[config.mk]
export PLATFORM = sky130hd
export DESIGN_NAME = mms_ctrl
export DESIGN_NICKNAME = d
export VERILOG_FILES = /design/src/mms_pkg.sv /design/src/mms_ctrl.sv
export VERILOG_INCLUDE_DIRS = /design/src /design/src/src
export SDC_FILE = /design/constraint.sdc
export NUM_CORES = 1
export LEC_CHECK = 0
export ABC_AREA = 1
export BUFFER_PORTS_ARGS = -buffer_cell sky130_fd_sc_hd__buf_4
export CORE_MARGIN = 2
export CORE_UTILIZATION = 40
export CTS_CLUSTER_DIAMETER = 30
export DETAILED_ROUTE_END_ITERATION = 10
export GPL_ROUTABILITY_DRIVEN = 0
export SLEW_MARGIN = 20
export SYNTH_ARGS = -nofsm -noshare
export SYNTH_HDL_FRONTEND = slang
export SYNTH_SLANG_ARGS = --single-unit
[constraint.sdc]
create_clock -name mclk -period 18.19 [get_ports mclk]
set_input_delay 3.638 -clock mclk [delete_from_list [all_inputs] [get_ports mclk]]
set_output_delay 3.638 -clock mclk [all_outputs]
set_load 0.02 [all_outputs]
[src/mms_defs.svh]
// Purpose: Offsets, field positions, reset values and timing counts of the
//          module management status block.
// Assumes: 100 MHz block clock.
// Notes:   Definitions only.
`ifndef MMS_DEFS_SVH
`define MMS_DEFS_SVH
// ------------------------------------------------------------------
// Byte addresses of the management map
// ------------------------------------------------------------------
`define MMS_ADDR_STATUS 8'h02
`define MMS_ADDR_FLAG_LOS 8'h03
`define MMS_ADDR_FLAG_TXF 8'h04
`define MMS_ADDR_FLAG_MISC 8'h05
`define MMS_ADDR_RATESEL 8'h57
`define MMS_ADDR_PWRCTL 8'h5d
`define MMS_ADDR_MASK_LO 8'h64
`define MMS_ADDR_MASK_HI 8'h6a
`define MMS_MASK_BYTES 7
// ------------------------------------------------------------------
// Field positions and reset values
// ------------------------------------------------------------------
`define MMS_BIT_DNR 0
`define MMS_BIT_PDOWN 1
`define MMS_MASK_RST 8'h00
`define MMS_RATESEL_RST 8'h00
// ------------------------------------------------------------------
// Timing
// ------------------------------------------------------------------
`define MMS_CLK_MHZ 100
`define MMS_T_INIT_MS 2000
`define MMS_T_RESET_US 2
`define MMS_INIT_CYC (`MMS_T_INIT_MS * 1000 * `MMS_CLK_MHZ)
`define MMS_RESET_CYC (`MMS_T_RESET_US * `MMS_CLK_MHZ)
`endif

[src/mms_pkg.sv]
// Purpose: Types of the module management status block.
// Assumes: Nothing beyond the defs header.
// Notes:   Flags and conditions share one layout.
package mms_pkg;
  // Flag and condition layout: other flags, transmit fault, receive loss.
  typedef struct packed {
    logic [7:0] misc;
    logic [3:0] txf;
    logic [3:0] los;
  } mms_flags_t;
  // Sequencer states.
  typedef enum logic [1:0] {
    ST_HOLD = 2'b00,
    ST_INIT = 2'b01,
    ST_READY = 2'b10
  } mms_state_t;
endpackage

[src/mms_ctrl.sv]
// Purpose: Management control and status sequencing of a pluggable module.
// Assumes: Serial clock, data and sideband pins are asynchronous to mclk.
// Notes:   Host writes and clear-on-read take effect at the serial clock
//          fall that follows the stop condition.
//
// The strobed register port and the register addresses are this design's own decisions.
`timescale 1ns/10ps
`include "mms_defs.svh"

module mms_ctrl
  import mms_pkg::*;
#(
  parameter int unsigned INIT_CYCLES = `MMS_INIT_CYC
)(
  input wire logic mclk,
  input wire logic rst,
  input wire logic module_reset_n,
  input wire logic low_power_request_pin,
  input wire logic scl_pin,
  input wire logic sda_pin,
  input wire mms_flags_t cond_pin,
  input wire logic [7:0] reg_addr,
  input wire logic [7:0] reg_wdata,
  input wire logic reg_wr,
  input wire logic reg_rd,
  output logic [7:0] reg_rdata,
  output logic module_interrupt_n,
  output logic low_power_mode,
  output logic [7:0] rate_select,
  output logic serial_ready
);
  localparam int RESET_CYC = `MMS_RESET_CYC;

  // Mask byte decode, used by the read path only; the write path compares each byte address.
  function automatic logic is_mask(input logic [7:0] a);
    is_mask = (a >= `MMS_ADDR_MASK_LO) && (a <= `MMS_ADDR_MASK_HI);
  endfunction

  // ------------------------------------------------------------------
  // Pin synchronisers
  // ------------------------------------------------------------------
  logic [1:0] rstn_sync_r; // Reset pin, two stages.
  logic [1:0] lp_sync_r; // Low-power pin, two stages.
  logic [2:0] scl_sync_r; // Serial clock, two stages plus edge history.
  logic [2:0] sda_sync_r; // Serial data, two stages plus edge history.
  mms_flags_t cond_m_r; // Condition first stage, read only by the second.
  mms_flags_t cond_r; // Synchronised conditions.

  // Every pin passes two flops before anything looks at it.
  always_ff @(posedge mclk or posedge rst)
  begin
    if (rst)
    begin
      rstn_sync_r <= 2'h3;
      lp_sync_r <= 2'h0;
      scl_sync_r <= 3'h7;
      sda_sync_r <= 3'h7;
      cond_m_r <= '0;
      cond_r <= '0;
    end
    else
    begin
      rstn_sync_r <= {rstn_sync_r[0], module_reset_n};
      lp_sync_r <= {lp_sync_r[0], low_power_request_pin};
      scl_sync_r <= {scl_sync_r[1:0], scl_pin};
      sda_sync_r <= {sda_sync_r[1:0], sda_pin};
      cond_m_r <= cond_pin;
      cond_r <= cond_m_r;
    end
  end

  logic rstn_s; // Synchronised reset pin.
  logic lp_s; // Synchronised low-power request.
  logic scl_fall; // Serial clock falling edge seen.
  logic stop_det; // Data rises while clock stays high.
  assign rstn_s = rstn_sync_r[1];
  assign lp_s = lp_sync_r[1];
  assign scl_fall = scl_sync_r[2] & ~scl_sync_r[1];
  assign stop_det = scl_sync_r[1] & scl_sync_r[2] & sda_sync_r[1] & ~sda_sync_r[2];

  // ------------------------------------------------------------------
  // Commit point after each bus transaction
  // ------------------------------------------------------------------
  logic stop_seen_r; // A stop was seen and its following clock fall not yet.
  logic commit; // Pulse at the clock fall after a stop.
  assign commit = stop_seen_r & scl_fall;

  // The host may let the clock stand after a stop; we simply wait for it.
  always_ff @(posedge mclk or posedge rst)
  begin
    if (rst)
      stop_seen_r <= 1'b0;
    else if (stop_det)
      stop_seen_r <= 1'b1;
    else if (scl_fall)
      stop_seen_r <= 1'b0;
  end

  // ------------------------------------------------------------------
  // Reset recognition and initialisation sequencer
  // ------------------------------------------------------------------
  logic [7:0] low_cnt_r; // Cycles the reset pin has been low, saturating.
  logic [31:0] init_cnt_r; // Cycles spent initialising.
  mms_state_t state_r;
  logic reset_hit; // Reset pin low for longer than the minimum pulse.
  assign reset_hit = ~rstn_s && (low_cnt_r == 8'(RESET_CYC));

  // Short glitches on the reset pin are filtered by the low counter.
  always_ff @(posedge mclk or posedge rst)
  begin
    if (rst)
      low_cnt_r <= 8'h00;
    else if (rstn_s)
      low_cnt_r <= 8'h00;
    else if (low_cnt_r != 8'(RESET_CYC))
      low_cnt_r <= low_cnt_r + 8'h01;
  end

  // Power-on enters initialisation; a recognised reset holds until the
  // pin rises, then initialisation runs again.
  always_ff @(posedge mclk or posedge rst)
  begin
    if (rst)
    begin
      state_r <= ST_INIT;
      init_cnt_r <= 32'h0;
    end
    else if (reset_hit)
    begin
      state_r <= ST_HOLD;
      init_cnt_r <= 32'h0;
    end
    else
    begin
      unique case (state_r)
        ST_HOLD:
        begin
          if (rstn_s)
            state_r <= ST_INIT;
        end
        ST_INIT:
        begin
          // Done after the full INIT_CYCLES count; the counter stops one below the bound.
          if (init_cnt_r >= INIT_CYCLES - 1)
            state_r <= ST_READY;
          else
            init_cnt_r <= init_cnt_r + 32'h1;
        end
        ST_READY:
        begin
          init_cnt_r <= 32'h0;
        end
        default:
        begin
          state_r <= ST_INIT;
        end
      endcase
    end
  end

  logic ready; // Fully functional and serving the bus.
  assign ready = (state_r == ST_READY);
  assign serial_ready = ready;

  // ------------------------------------------------------------------
  // Host-writable registers: shadow copies and live copies
  // ------------------------------------------------------------------
  logic [7:0] mask_sh_r [`MMS_MASK_BYTES]; // Written by the host.
  logic [7:0] mask_r [`MMS_MASK_BYTES]; // In force.
  logic pd_sh_r; // Power-down bit as written.
  logic pd_r; // Power-down bit in force.
  logic [7:0] rs_sh_r; // Rate select as written.
  logic wr_ok; // Accepted write.
  assign wr_ok = reg_wr & ready;

  // Shadows let a multi-byte write land together at its commit point.
  genvar gi;
  generate
    for (gi = 0; gi < `MMS_MASK_BYTES; gi++)
    begin : g_mask
      always_ff @(posedge mclk or posedge rst)
      begin
        if (rst)
        begin
          mask_sh_r[gi] <= `MMS_MASK_RST;
          mask_r[gi] <= `MMS_MASK_RST;
        end
        else
        begin
          if (wr_ok && reg_addr == `MMS_ADDR_MASK_LO + 8'(gi))
            mask_sh_r[gi] <= reg_wdata;
          if (commit)
            mask_r[gi] <= mask_sh_r[gi];
        end
      end
    end
  endgenerate

  // Power-down and rate select follow the same shadow scheme.
  always_ff @(posedge mclk or posedge rst)
  begin
    if (rst)
    begin
      pd_sh_r <= 1'b0;
      pd_r <= 1'b0;
      rs_sh_r <= `MMS_RATESEL_RST;
      rate_select <= `MMS_RATESEL_RST;
    end
    else
    begin
      if (wr_ok && reg_addr == `MMS_ADDR_PWRCTL)
        pd_sh_r <= reg_wdata[`MMS_BIT_PDOWN];
      if (wr_ok && reg_addr == `MMS_ADDR_RATESEL)
        rs_sh_r <= reg_wdata;
      if (commit)
      begin
        pd_r <= pd_sh_r;
        rate_select <= rs_sh_r;
      end
    end
  end

  // Low power follows the pin three cycles after it changes, and the bit in force one cycle after it changes.
  always_ff @(posedge mclk or posedge rst)
  begin
    if (rst)
      low_power_mode <= 1'b0;
    else
      low_power_mode <= lp_s | pd_r;
  end

  // ------------------------------------------------------------------
  // Flags, clear-on-read and interrupt
  // ------------------------------------------------------------------
  mms_flags_t flags_r; // Latched flags.
  mms_flags_t clr_pend_r; // Flags read and waiting for the commit point.
  logic ready_evt_r; // Initialisation-complete event, latched.
  logic ready_clr_r; // Status byte read, waiting for commit.
  logic ready_q_r; // Delayed ready, for the rising edge.
  mms_flags_t rd_snap; // Flags returned by the current read.
  logic rd_ok; // Accepted read.
  assign rd_ok = reg_rd & ready;

  // Only the bits that were actually returned get cleared later.
  always_comb
  begin
    rd_snap = '0;
    if (rd_ok)
    begin
      if (reg_addr == `MMS_ADDR_FLAG_LOS)
        rd_snap.los = flags_r.los;
      if (reg_addr == `MMS_ADDR_FLAG_TXF)
        rd_snap.txf = flags_r.txf;
      if (reg_addr == `MMS_ADDR_FLAG_MISC)
        rd_snap.misc = flags_r.misc;
    end
  end

  // A condition present in the commit cycle keeps its flag: set wins.
  always_ff @(posedge mclk or posedge rst)
  begin
    if (rst)
    begin
      flags_r <= '0;
      clr_pend_r <= '0;
    end
    else
    begin
      flags_r <= (commit ? (flags_r & ~clr_pend_r) : flags_r) | cond_r;
      clr_pend_r <= (commit ? mms_flags_t'('0) : clr_pend_r) | rd_snap;
    end
  end

  // Finishing initialisation raises its own event, cleared by a status read.
  always_ff @(posedge mclk or posedge rst)
  begin
    if (rst)
    begin
      ready_q_r <= 1'b0;
      ready_evt_r <= 1'b0;
      ready_clr_r <= 1'b0;
    end
    else
    begin
      ready_q_r <= ready;
      if (ready && !ready_q_r)
        ready_evt_r <= 1'b1;
      else if (commit && ready_clr_r)
        ready_evt_r <= 1'b0;
      if (commit)
        ready_clr_r <= rd_ok && reg_addr == `MMS_ADDR_STATUS;
      else if (rd_ok && reg_addr == `MMS_ADDR_STATUS)
        ready_clr_r <= 1'b1;
    end
  end

  mms_flags_t eff_mask; // Mask bits in flag layout.
  logic irq_pend; // Some unmasked cause is present.
  assign eff_mask = {mask_r[2], mask_r[1][3:0], mask_r[0][3:0]};
  assign irq_pend = (|(flags_r & ~eff_mask)) | ready_evt_r;

  // The output is a flop so the pin never glitches while flags settle.
  always_ff @(posedge mclk or posedge rst)
  begin
    if (rst)
      module_interrupt_n <= 1'b1;
    else
      module_interrupt_n <= ~irq_pend;
  end

  // ------------------------------------------------------------------
  // Read port
  // ------------------------------------------------------------------
  // Before the bus is ready reads answer zero, as if nothing were there.
  always_ff @(posedge mclk or posedge rst)
  begin
    if (rst)
      reg_rdata <= 8'h00;
    else if (!rd_ok)
      reg_rdata <= 8'h00;
    else if (is_mask(reg_addr))
      reg_rdata <= mask_sh_r[3'(reg_addr - `MMS_ADDR_MASK_LO)];
    else
    begin
      unique case (reg_addr)
        `MMS_ADDR_STATUS: reg_rdata <= 8'h00;
        `MMS_ADDR_FLAG_LOS: reg_rdata <= {4'h0, flags_r.los};
        `MMS_ADDR_FLAG_TXF: reg_rdata <= {4'h0, flags_r.txf};
        `MMS_ADDR_FLAG_MISC: reg_rdata <= flags_r.misc;
        `MMS_ADDR_RATESEL: reg_rdata <= rs_sh_r;
        `MMS_ADDR_PWRCTL: reg_rdata <= {6'h00, pd_sh_r, 1'b0};
        default: reg_rdata <= 8'h00;
      endcase
    end
  end

  // ------------------------------------------------------------------
  // Checks
  // ------------------------------------------------------------------
  init_bound_a: assert property (@(posedge mclk) disable iff (rst)
    state_r == ST_INIT |-> init_cnt_r < INIT_CYCLES)
    else $error("init ran past its bound");
  reset_recog_a: assert property (@(posedge mclk) disable iff (rst)
    reset_hit |=> state_r == ST_HOLD && !serial_ready)
    else $error("long reset pulse not recognised");
  bus_closed_a: assert property (@(posedge mclk) disable iff (rst)
    reg_rd && !serial_ready |=> reg_rdata == 8'h00)
    else $error("read answered before ready");
  ready_irq_a: assert property (@(posedge mclk) disable iff (rst)
    $rose(ready) |=> ##1 !module_interrupt_n)
    else $error("no interrupt at end of init");
  lp_enter_a: assert property (@(posedge mclk) disable iff (rst)
    lp_s |=> low_power_mode)
    else $error("low power not entered");
  lp_exit_a: assert property (@(posedge mclk) disable iff (rst)
    !lp_s && !pd_r |=> !low_power_mode)
    else $error("low power not left");
  irq_set_a: assert property (@(posedge mclk) disable iff (rst)
    (|(cond_r & ~eff_mask)) && !commit |=> ##1 !module_interrupt_n)
    else $error("interrupt not asserted");
  irq_rel_a: assert property (@(posedge mclk) disable iff (rst)
    commit && ((flags_r & ~clr_pend_r) == '0) && (cond_r == '0) &&
    (!ready_evt_r || ready_clr_r) && !(ready && !ready_q_r) |=> ##1 module_interrupt_n)
    else $error("interrupt not released");
  los_flag_a: assert property (@(posedge mclk) disable iff (rst)
    |cond_r.los |=> (flags_r.los & $past(cond_r.los)) == $past(cond_r.los))
    else $error("loss flag not set");
  txf_flag_a: assert property (@(posedge mclk) disable iff (rst)
    |cond_r.txf |=> (flags_r.txf & $past(cond_r.txf)) == $past(cond_r.txf))
    else $error("fault flag not set");
  mask_load_a: assert property (@(posedge mclk) disable iff (rst)
    commit |=> mask_r[0] == $past(mask_sh_r[0]) && pd_r == $past(pd_sh_r))
    else $error("write not applied at commit");
  flag_hold_a: assert property (@(posedge mclk) disable iff (rst)
    !commit |=> (flags_r & $past(flags_r)) == $past(flags_r))
    else $error("flag dropped without a read");
endmodule // mms_ctrl

==> run metrics, run 1 <==
syn_nets 1119; Tot Pwr 1530 µW; top cells by area, synth dfrtp_1 55%, nand2_1 10%, inv_1 5.1%; vias in the first global route 7534; FF/Latch Area 5520 µm²; post-synth cell types 46; initial antenna violation count 0; Switching Fraction 0.267; min-delay worst type register to register; highest clock rate 198 MHz; Slew headroom 0.375; post-DP HPWL 15.4 mm; RSZ-0062 raised after global routing no; skew final 17.3 ps; #FFs+latches synth 220; vias 7540; worst-margin pin slew 938 ps; leading area contributor after synthesis dfrtp_1; crit end category output port; most frequent cells in the layout 267 x nand2_1, 210 x dfrtp_1, 130 x inv_1; count of final hold-check violations 0; Via density 4.98; Seq/Total Area, Yosys 0.574; # diodes 0; Tmin final 5050 ps; Die Footprint 25300 µm²; CP required 14550 ps; setup TNS 0 ps; Chip Width 159 µm; Synth-to-Final Area Change 24.2%; first-pass GRT wire length 38.7 mm; Port Buffer Count 58; CTS H-tree lvls 2; Worst EP arrival 1420 ps; Comb power frac 0.097; Cells after Synth 1076; Max FO, Critical Path 6; clk_lat worst skew 540 ps; sequential power share 0.350; Clk pin slew, worst setup/hold paths 50 ps; GRT Total Usage 0.188; Int Pwr 1120 µW; Final Util 0.507; total core area 23500 µm²; total CTS buffers 47; largest net degree at the start of global routing 138; Net Switching 407 µW; period utilization 0.278; io pins 59; maximum capacitance violations 0; Root Buffer clkbuf_16; Mapped Area 9610 µm²; Routed WL per cell 15.4 µm; element type at the critical path start register; CTS Buffer Depth 3; Clk network pwr share 0.553; site row count 56; multi-input logic area 3420 µm²; Ys Warns 0; Post-Syn Area per Cell 8.93 µm²; Residual DRC 0; Leakage 0.00568 µW; status finished clean; share of cells above drive strength 1 0.180; Yosys top cell area share 0.547; wirelength, routed 23.3 mm; Iteration-0 DRC Markers 594; Post-DRT Antenna Nets 0; IR drop worst, VDD 78.7 µV; Final Net Count 1201; Pre-antenna DRT Iters 5; CTS tree done; fill cell count 2203; most common cell after layout, fill and taps aside nand2_1; Power Dens Cells 128 nW/µm²; endpoints failing setup 0; Slew Limit Fails 0; CTS Hold Bufs 0; clk sinks 220; Initial Util 0.408; post-CTS sizing 0; Die Y-Extent 159 µm; setup bufs post-CTS 0; grt ovf 0; critical path class register to output port
synth_stat cells, drive strengths merged:
master,count
nand4,12
nand3,51
nor3,16
nor2,107
nand3b,2
o22ai,34
o2111ai,2
o21bai,22
o21a,1
o32ai,1
nand2,277
clkbuf,11
a21oi,18
o221ai,4
or2,4
a21boi,1
xor2,1
buf,17
inv,139
nor2b,1
nor3b,1
o21ai,127
nor4,2
ha,3
dfrtp,210
dfstp,10
o31ai,1
o41ai,1
final cells by class:
cell class,count,area share
inverter,139,0.0443
clock buffer,58,0.106
clock inverter,28,0.0288
timing repair buffer,61,0.0387
sequential,220,0.462
multi-input combinational,689,0.286
tap,319,0.0334
final timing paths:
check	startpoint	endpoint	slack, ps	cells past startpoint
setup reg to reg	init_cnt_r[0]	init_cnt_r[26]	16070	9
max in group asynchronous	rst	mask_sh_r[47]	13560	3
hold / removal	cond_m_r[10]	cond_r[10]	340	0
setup / recovery	state_r[1]	serial_ready	13140	3
min in group asynchronous	rst	low_cnt_r[4]	3300	2
hold reg to reg	cond_m_r[10]	cond_r[10]	340	0
critical path: stages (launching register included):
cell	delay, ps
dfrtp_1	400
inv_1	100
nor2_4	200
buf_4	190
per-layer routing:
layer / up-vias / part of all wire / track usage
li1: 3664 / - / -
met1: 3626 / 0.45 / 0.250
met2: 203 / 0.47 / 0.306
met3: 47 / 0.056 / 0.0393
met4: 0 / 0.025 / 0.0665
met5: - / 0 / 0
cells by family (layout without fill, tap and decap cells):
family	after synthesis	count (layout)	share of synthesized area
compound gates	212	212	0.131
flops	220	220	0.574
fa+ha+maj	3	3	0.00391
xor+xnor	1	1	0.000912
buf+inv	167	286	0.0703
simple gates	473	473	0.220
flip-flops by register name, indices dropped and copies added, names as in the netlist, 2 cells and up:
register / flops
reg_rdata: 8
rstn_sync_r: 2
rs_sh_r: 8
clr_pend_r: 16
flags_r: 16
eff_mask: 16
mask_sh_r: 56
sda_sync_r: 3
rate_select: 8
cond_r: 16
low_cnt_r: 8
lp_sync_r: 2
state_r: 2
cond_m_r: 16
scl_sync_r: 3
init_cnt_r: 32
power groups by stage:
| stage | Combinational (µW) | Clock (µW) | Sequential (µW) |
|---|---|---|---|
| final | 148 | 845 | 535 |
| after detailed placement | 149 | 0 | 542 |
| after global routing | 165 | 890 | 538 |
| after CTS | 150 | 861 | 535 |
| after floorplan | 113 | 0 | 540 |
| after global placement | 148 | 0 | 542 |
per-stage QoR:
step           hold slack (ps)  setup slack (ps)  area (µm²)  std cells
3_3_place_gp               334             12570       10300       1428
2_1_floorplan              331              8550        9610       1076
3_5_place_dp               335             12570       10300       1428
4_1_cts                    346             13110       11900       1514
5_1_grt                    349             13070       11900       1514
6_report                   344             13140       11900       1514
Power figures use the tool's default switching activity.
==> inputs of run 2 (changes only) <==
==> constraint.sdc (replaced) <==
create_clock -name mclk -period 4.65 [get_ports mclk]
set_input_delay 0.93 -clock mclk [delete_from_list [all_inputs] [get_ports mclk]]
set_output_delay 0.93 -clock mclk [all_outputs]
set_load 0.02 [all_outputs]
==> run metrics, run 2 (synthesized netlist as in run 1, its figures left out) <==
vias 7528; most common cell after layout, fill and taps aside nand2_1; Max FO, Critical Path 6; largest net degree at the start of global routing 89; WHS Endpoint cond_r[9]; io pins 59; IR drop worst, VDD 408 µV; Placed Cells 1430; min-delay worst type register to register; Int Pwr 4410 µW; CTS Buffer Depth 3; CP required 3720 ps; Worst R2R Path Depth 8; Die Footprint 25300 µm²; reg-to-reg slack, setup 2530 ps; Final Net Count 1202; Residual DRC 0; sequential power share 0.351; first-pass GRT wire length 39.1 mm; Die Y-Extent 159 µm; grt ovf 0; endpoints failing setup 0; vias in the first global route 7311; clk sinks 220; # diodes 0; Clk pin slew, worst setup/hold paths 40 ps; Tmin final 2340 ps; worst-margin pin slew 824 ps; RSZ-0062 raised after global routing no; max FFs per register 56; skew final 20.7 ps; cell area after layout 11900 µm²; site row count 56; Routed WL per cell 15.7 µm; share of cells above drive strength 1 0.179; count of final hold-check violations 0; largest reg by FF count mask_sh_r; GRT Total Usage 0.192; status finished clean; Post-DRT Antenna Nets 0; initial antenna violation count 0; setup TNS 0 ps; CTS Hold Bufs 0; Worst Min Path Start cond_m_r[9]; Port Buffer Count 58; Via density 4.98; highest clock rate 427 MHz; element type at the critical path start register; Tot Pwr 5970 µW; crit end category output port; Chip Width 159 µm; clk_lat worst skew 550 ps; Slew headroom 0.450; FF-to-FF Start init_cnt_r[0]; wirelength, routed 23.8 mm; Leakage 0.00569 µW; Iteration-0 DRC Markers 600; Initial Util 0.408; Largest regs mask_sh_r: 56 flops, init_cnt_r: 32 flops; Worst EP arrival 1410 ps; Net Switching 1550 µW; post-CTS sizing 0; Synth-to-Final Area Change 24.2%; Pre-antenna DRT Iters 6; Hold Path Depth 0; Switching Fraction 0.260; fin cells 1513; critical path class register to output port; worst r2r dst init_cnt_r[27]; Root Buffer clkbuf_16; CTS H-tree lvls 2; Clk network pwr share 0.551; total core area 23500 µm²; most frequent cells in the layout 267 x nand2_1, 210 x dfrtp_1, 130 x inv_1; post-DP HPWL 16.0 mm; CTS tree done; setup bufs post-CTS 0; Slew Limit Fails 0; Setup WS post-layout 2310 ps; Power Dens Cells 500 nW/µm²; period utilization 0.504; maximum capacitance violations 0; Place WS 1900 ps; total CTS buffers 46; Area after DPL 10400 µm²; Comb power frac 0.098
## run 2: cell count changes in the layout (fill, tap and decap cells not counted), sizes merged
| cell | change |
|---|---|
| buf | +2 |
| bufinv | +1 |
| clkinv | +2 |
| clkinvlp | -1 |
| inv | -5 |
## run 2: how the worst max path moves through the flow
| stage | slack, ps | start | to |
|---|---|---|---|
| 6_report | 2310 | state_r[1] | serial_ready |
| 4_1_cts | 2280 | state_r[1] | serial_ready |
| 3_5_place_dp | 1900 | reg_addr[4] | reg_rdata[3] |
| 2_1_floorplan | 860 | rst | clr_pend_r[0] |
| 5_1_grt | 2250 | state_r[1] | serial_ready |
| 3_3_place_gp | 1960 | reg_addr[4] | reg_rdata[3] |
## run 2: metal layers
metal,track usage,up-vias,wire (µm)
li1,-,3675,-
met5,0,-,0
met3,0.0341,44,1100
met1,0.272,3639,11200
met4,0.0686,0,549
met2,0.298,170,10900
## run 2: power by group through the flow
stage / Clock, µW / Sequential (µW) / Combinational (µW)
floorplan: 0 / 2110 / 443
global route: 3450 / 2110 / 649
CTS: 3350 / 2090 / 586
finish: 3290 / 2100 / 582
global placement: 0 / 2120 / 582
detailed placement: 0 / 2120 / 586
## run 2: area by class of cell
cell class	instances	area [µm²]
clock buffers	58	1270
clock inverters	25	313
fillers	2230	11600
inverters	139	526
multi-input cells	689	3420
flip-flops and latches	220	5520
well taps	319	399
repair buffers	63	498
## run 2: stage by stage
step                hold WS, ps   util
global route                355  0.507
detailed placement          336  0.440
floorplan                   331      -
CTS                         345  0.507
global placement            333  0.440
finish                      342  0.507
## run 2: critical path: stages, from the launching register on
cell and delay [ps]:
dfrtp_1 380, inv_1 90, nor2_4 210, buf_4 190
==> inputs of run 3 (changes only) <==
--- a/config.mk
+++ b/config.mk
@@ -6,7 +6,7 @@
 export SDC_FILE = /design/constraint.sdc
 export NUM_CORES = 1
 export LEC_CHECK = 0
-export ABC_AREA = 1
+export ABC_AREA = 0
 export BUFFER_PORTS_ARGS = -buffer_cell sky130_fd_sc_hd__buf_4
 export CORE_MARGIN = 2
 export CORE_UTILIZATION = 40
==> constraint.sdc (replaced) <==
create_clock -name mclk -period 2.1 [get_ports mclk]
set_input_delay 0.42 -clock mclk [delete_from_list [all_inputs] [get_ports mclk]]
set_output_delay 0.42 -clock mclk [all_outputs]
set_load 0.02 [all_outputs]
==> run metrics, run 3 <==
largest net degree at the start of global routing 60; total core area 22000 µm²; element type at the critical path start register; Critical path origin init_cnt_r[9]; Iteration-0 DRC Markers 325; syn_nets 788; crit end category register; Seq/Total Area, Yosys 0.612; CP required 2520 ps; fill cell count 1848; share of cells above drive strength 1 0.352; CTS tree done; max FFs per register 56; Clk network pwr share 0.544; #FFs+latches synth 220; worst-margin pin slew 508 ps; most frequent cells after synthesis 210 x dfrtp_1, 100 x nand2_1, 66 x mux2_2, 31 x nor2_1, 23 x inv_1; min-delay worst type primary input to register; status finished, violations left; # diodes 0; Clk pin slew, worst setup/hold paths 50 ps; clk sinks 220; highest clock rate 442 MHz; top_reg_cell synth dfrtp_1; worst r2r dst init_cnt_r[23]; Post-DRT Antenna Nets 0; most frequent cells in the layout 210 x dfrtp_1, 121 x buf_4, 99 x nand2_1; Slew Limit Fails 0; period utilization 1.08; vias 6382; count of final hold-check violations 0; skew final 17.7 ps; first-pass GRT wire length 35.3 mm; post-synth cell types 57; EDFF count, synth 0; Die Footprint 23700 µm²; largest reg by FF count mask_sh_r; Comb power frac 0.100; Cells after Synth 745; Setup WS post-layout -163 ps; Port Buffer Count 58; Mapped Area 9010 µm²; Switching Fraction 0.229; Ys Warns 0; maximum capacitance violations 0; sequential power share 0.356; Final Net Count 942; Die Y-Extent 154 µm; grt ovf 0; site row count 54; most common cell after layout, fill and taps aside dfrtp_1; Worst R2R Path Depth 6; CTS Buffer Depth 3; Largest regs mask_sh_r: 56 flops, init_cnt_r: 32 flops; wirelength, routed 21.1 mm; GRT Total Usage 0.185; initial antenna violation count 0; Power Dens Cells 1050 nW/µm²; Routed WL per cell 17.5 µm; CTS H-tree lvls 2; Slew headroom 0.657; reg-to-reg slack, setup -160 ps; Residual DRC 0; FF-to-FF Start init_cnt_r[9]; post-DP HPWL 14.3 mm; Max FO, Critical Path 11; failing checks setup timing; Post-Syn Area per Cell 12.1 µm²; total CTS buffers 40; critical path class register to register; IR drop worst, VDD 651 µV; leading area contributor after synthesis dfrtp_1; clk_lat worst skew 510 ps; Worst EP arrival 2680 ps; Tot Pwr 12600 µW; top cells by area, synth dfrtp_1 58%, mux2_2 8.2%, nand2_1 4.2%; endpoints failing setup 24; Root Buffer clkbuf_16; io pins 59; Int Pwr 9720 µW; Final Util 0.548; Yosys top cell area share 0.583; Pre-antenna DRT Iters 5; Via density 5.28; vias in the first global route 6983; RSZ-0062 raised after global routing yes; Net Switching 2890 µW; Chip Width 154 µm; most common cell in the netlist dfrtp_1; Leakage 0.00557 µW; ys async rst share 1.00; Critical Path End init_cnt_r[23]; Tmin final 2260 ps; Synth-to-Final Area Change 33.4%; Initial Util 0.410
run 3: power groups by stage:
stage / sequential (µW) / combinational (µW) / clock, µW
3_5_place_dp: 4560 / 1140 / 0
5_1_grt: 4510 / 1380 / 7210
3_3_place_gp: 4550 / 1100 / 0
2_1_floorplan: 4560 / 663 / 0
4_1_cts: 4490 / 1210 / 7010
6_report: 4500 / 1260 / 6860
run 3: how the worst min path moves through the flow:
| stage | from | end | slack [ps] | cells past startpoint |
|---|---|---|---|---|
| 2_1_floorplan | cond_m_r[0] | cond_r[0] | 330 | 0 |
| 3_3_place_gp | cond_m_r[15] | cond_r[15] | 330 | 0 |
| 3_5_place_dp | lp_sync_r[0] | lp_sync_r[1] | 340 | 0 |
| 4_1_cts | cond_pin[9] | cond_m_r[9] | 0.7 | 1 |
| 5_1_grt | cond_pin[11] | cond_m_r[11] | 1 | 1 |
| 6_report | cond_pin[0] | cond_m_r[0] | 20 | 1 |
run 3: layer usage:
metal	track usage	routed length, µm
met3	0.0400	1330
met4	0.0663	480
met5	0	0
met2	0.298	10100
met1	0.249	9260
run 3: per-stage QoR:
step	TNS [ps]	area, µm²	setup slack (ps)	std cells	hold WS (ps)
2_1_floorplan	-254070	9130	-1180	745	331
5_1_grt	-4620	12000	-263	1209	1.03
4_1_cts	-2390	12000	-160	1207	0.740
3_3_place_gp	-3140	10400	-265	1120	333
6_report	-2270	12000	-163	1209	21.5
3_5_place_dp	-6220	10400	-331	1120	336
run 3: cells by family (layout without fill, tap and decap cells):
family / count (synthesis) / in the layout / share of synthesized area
AOI/OAI and AO/OA: 123 / 123 / 0.0933
xor gates and xnor gates: 19 / 19 / 0.0185
adders and majority gates: 3 / 3 / 0.00417
buffers and inverters: 55 / 239 / 0.0258
DFF: 220 / 220 / 0.612
muxes: 82 / 82 / 0.111
and+or+nand+nor: 243 / 243 / 0.135
run 3: layout make-up:
cell class	count	area [µm²]	share of cell area
Clock buffer	51	1100	0.0918
Clock inverter	21	349	0.0290
Sequential cell	220	5520	0.459
Inverter	23	90.1	0.00749
Timing Repair Buffer	144	1240	0.103
Multi-Input combinational cell	470	3380	0.281
Tap cell	280	350	0.0291
run 3: worst max-delay path: stages (launching register included):
cell	delay [ps]
dfrtp_1	370
or4_4	540
a311oi_2	240
or4_4	220
nand2_4	120
or4_1	530
a21oi_1	160
run 3: repair_timing:
item,4_1_cts,5_1_grt
endpoints found under the hold margin,19,1
hold buffers,12,1
setup buffers,3,0
gates cloned,0,1
gates resized for setup,5,6
pin swaps,1,2
setup endpoints to repair,29,78
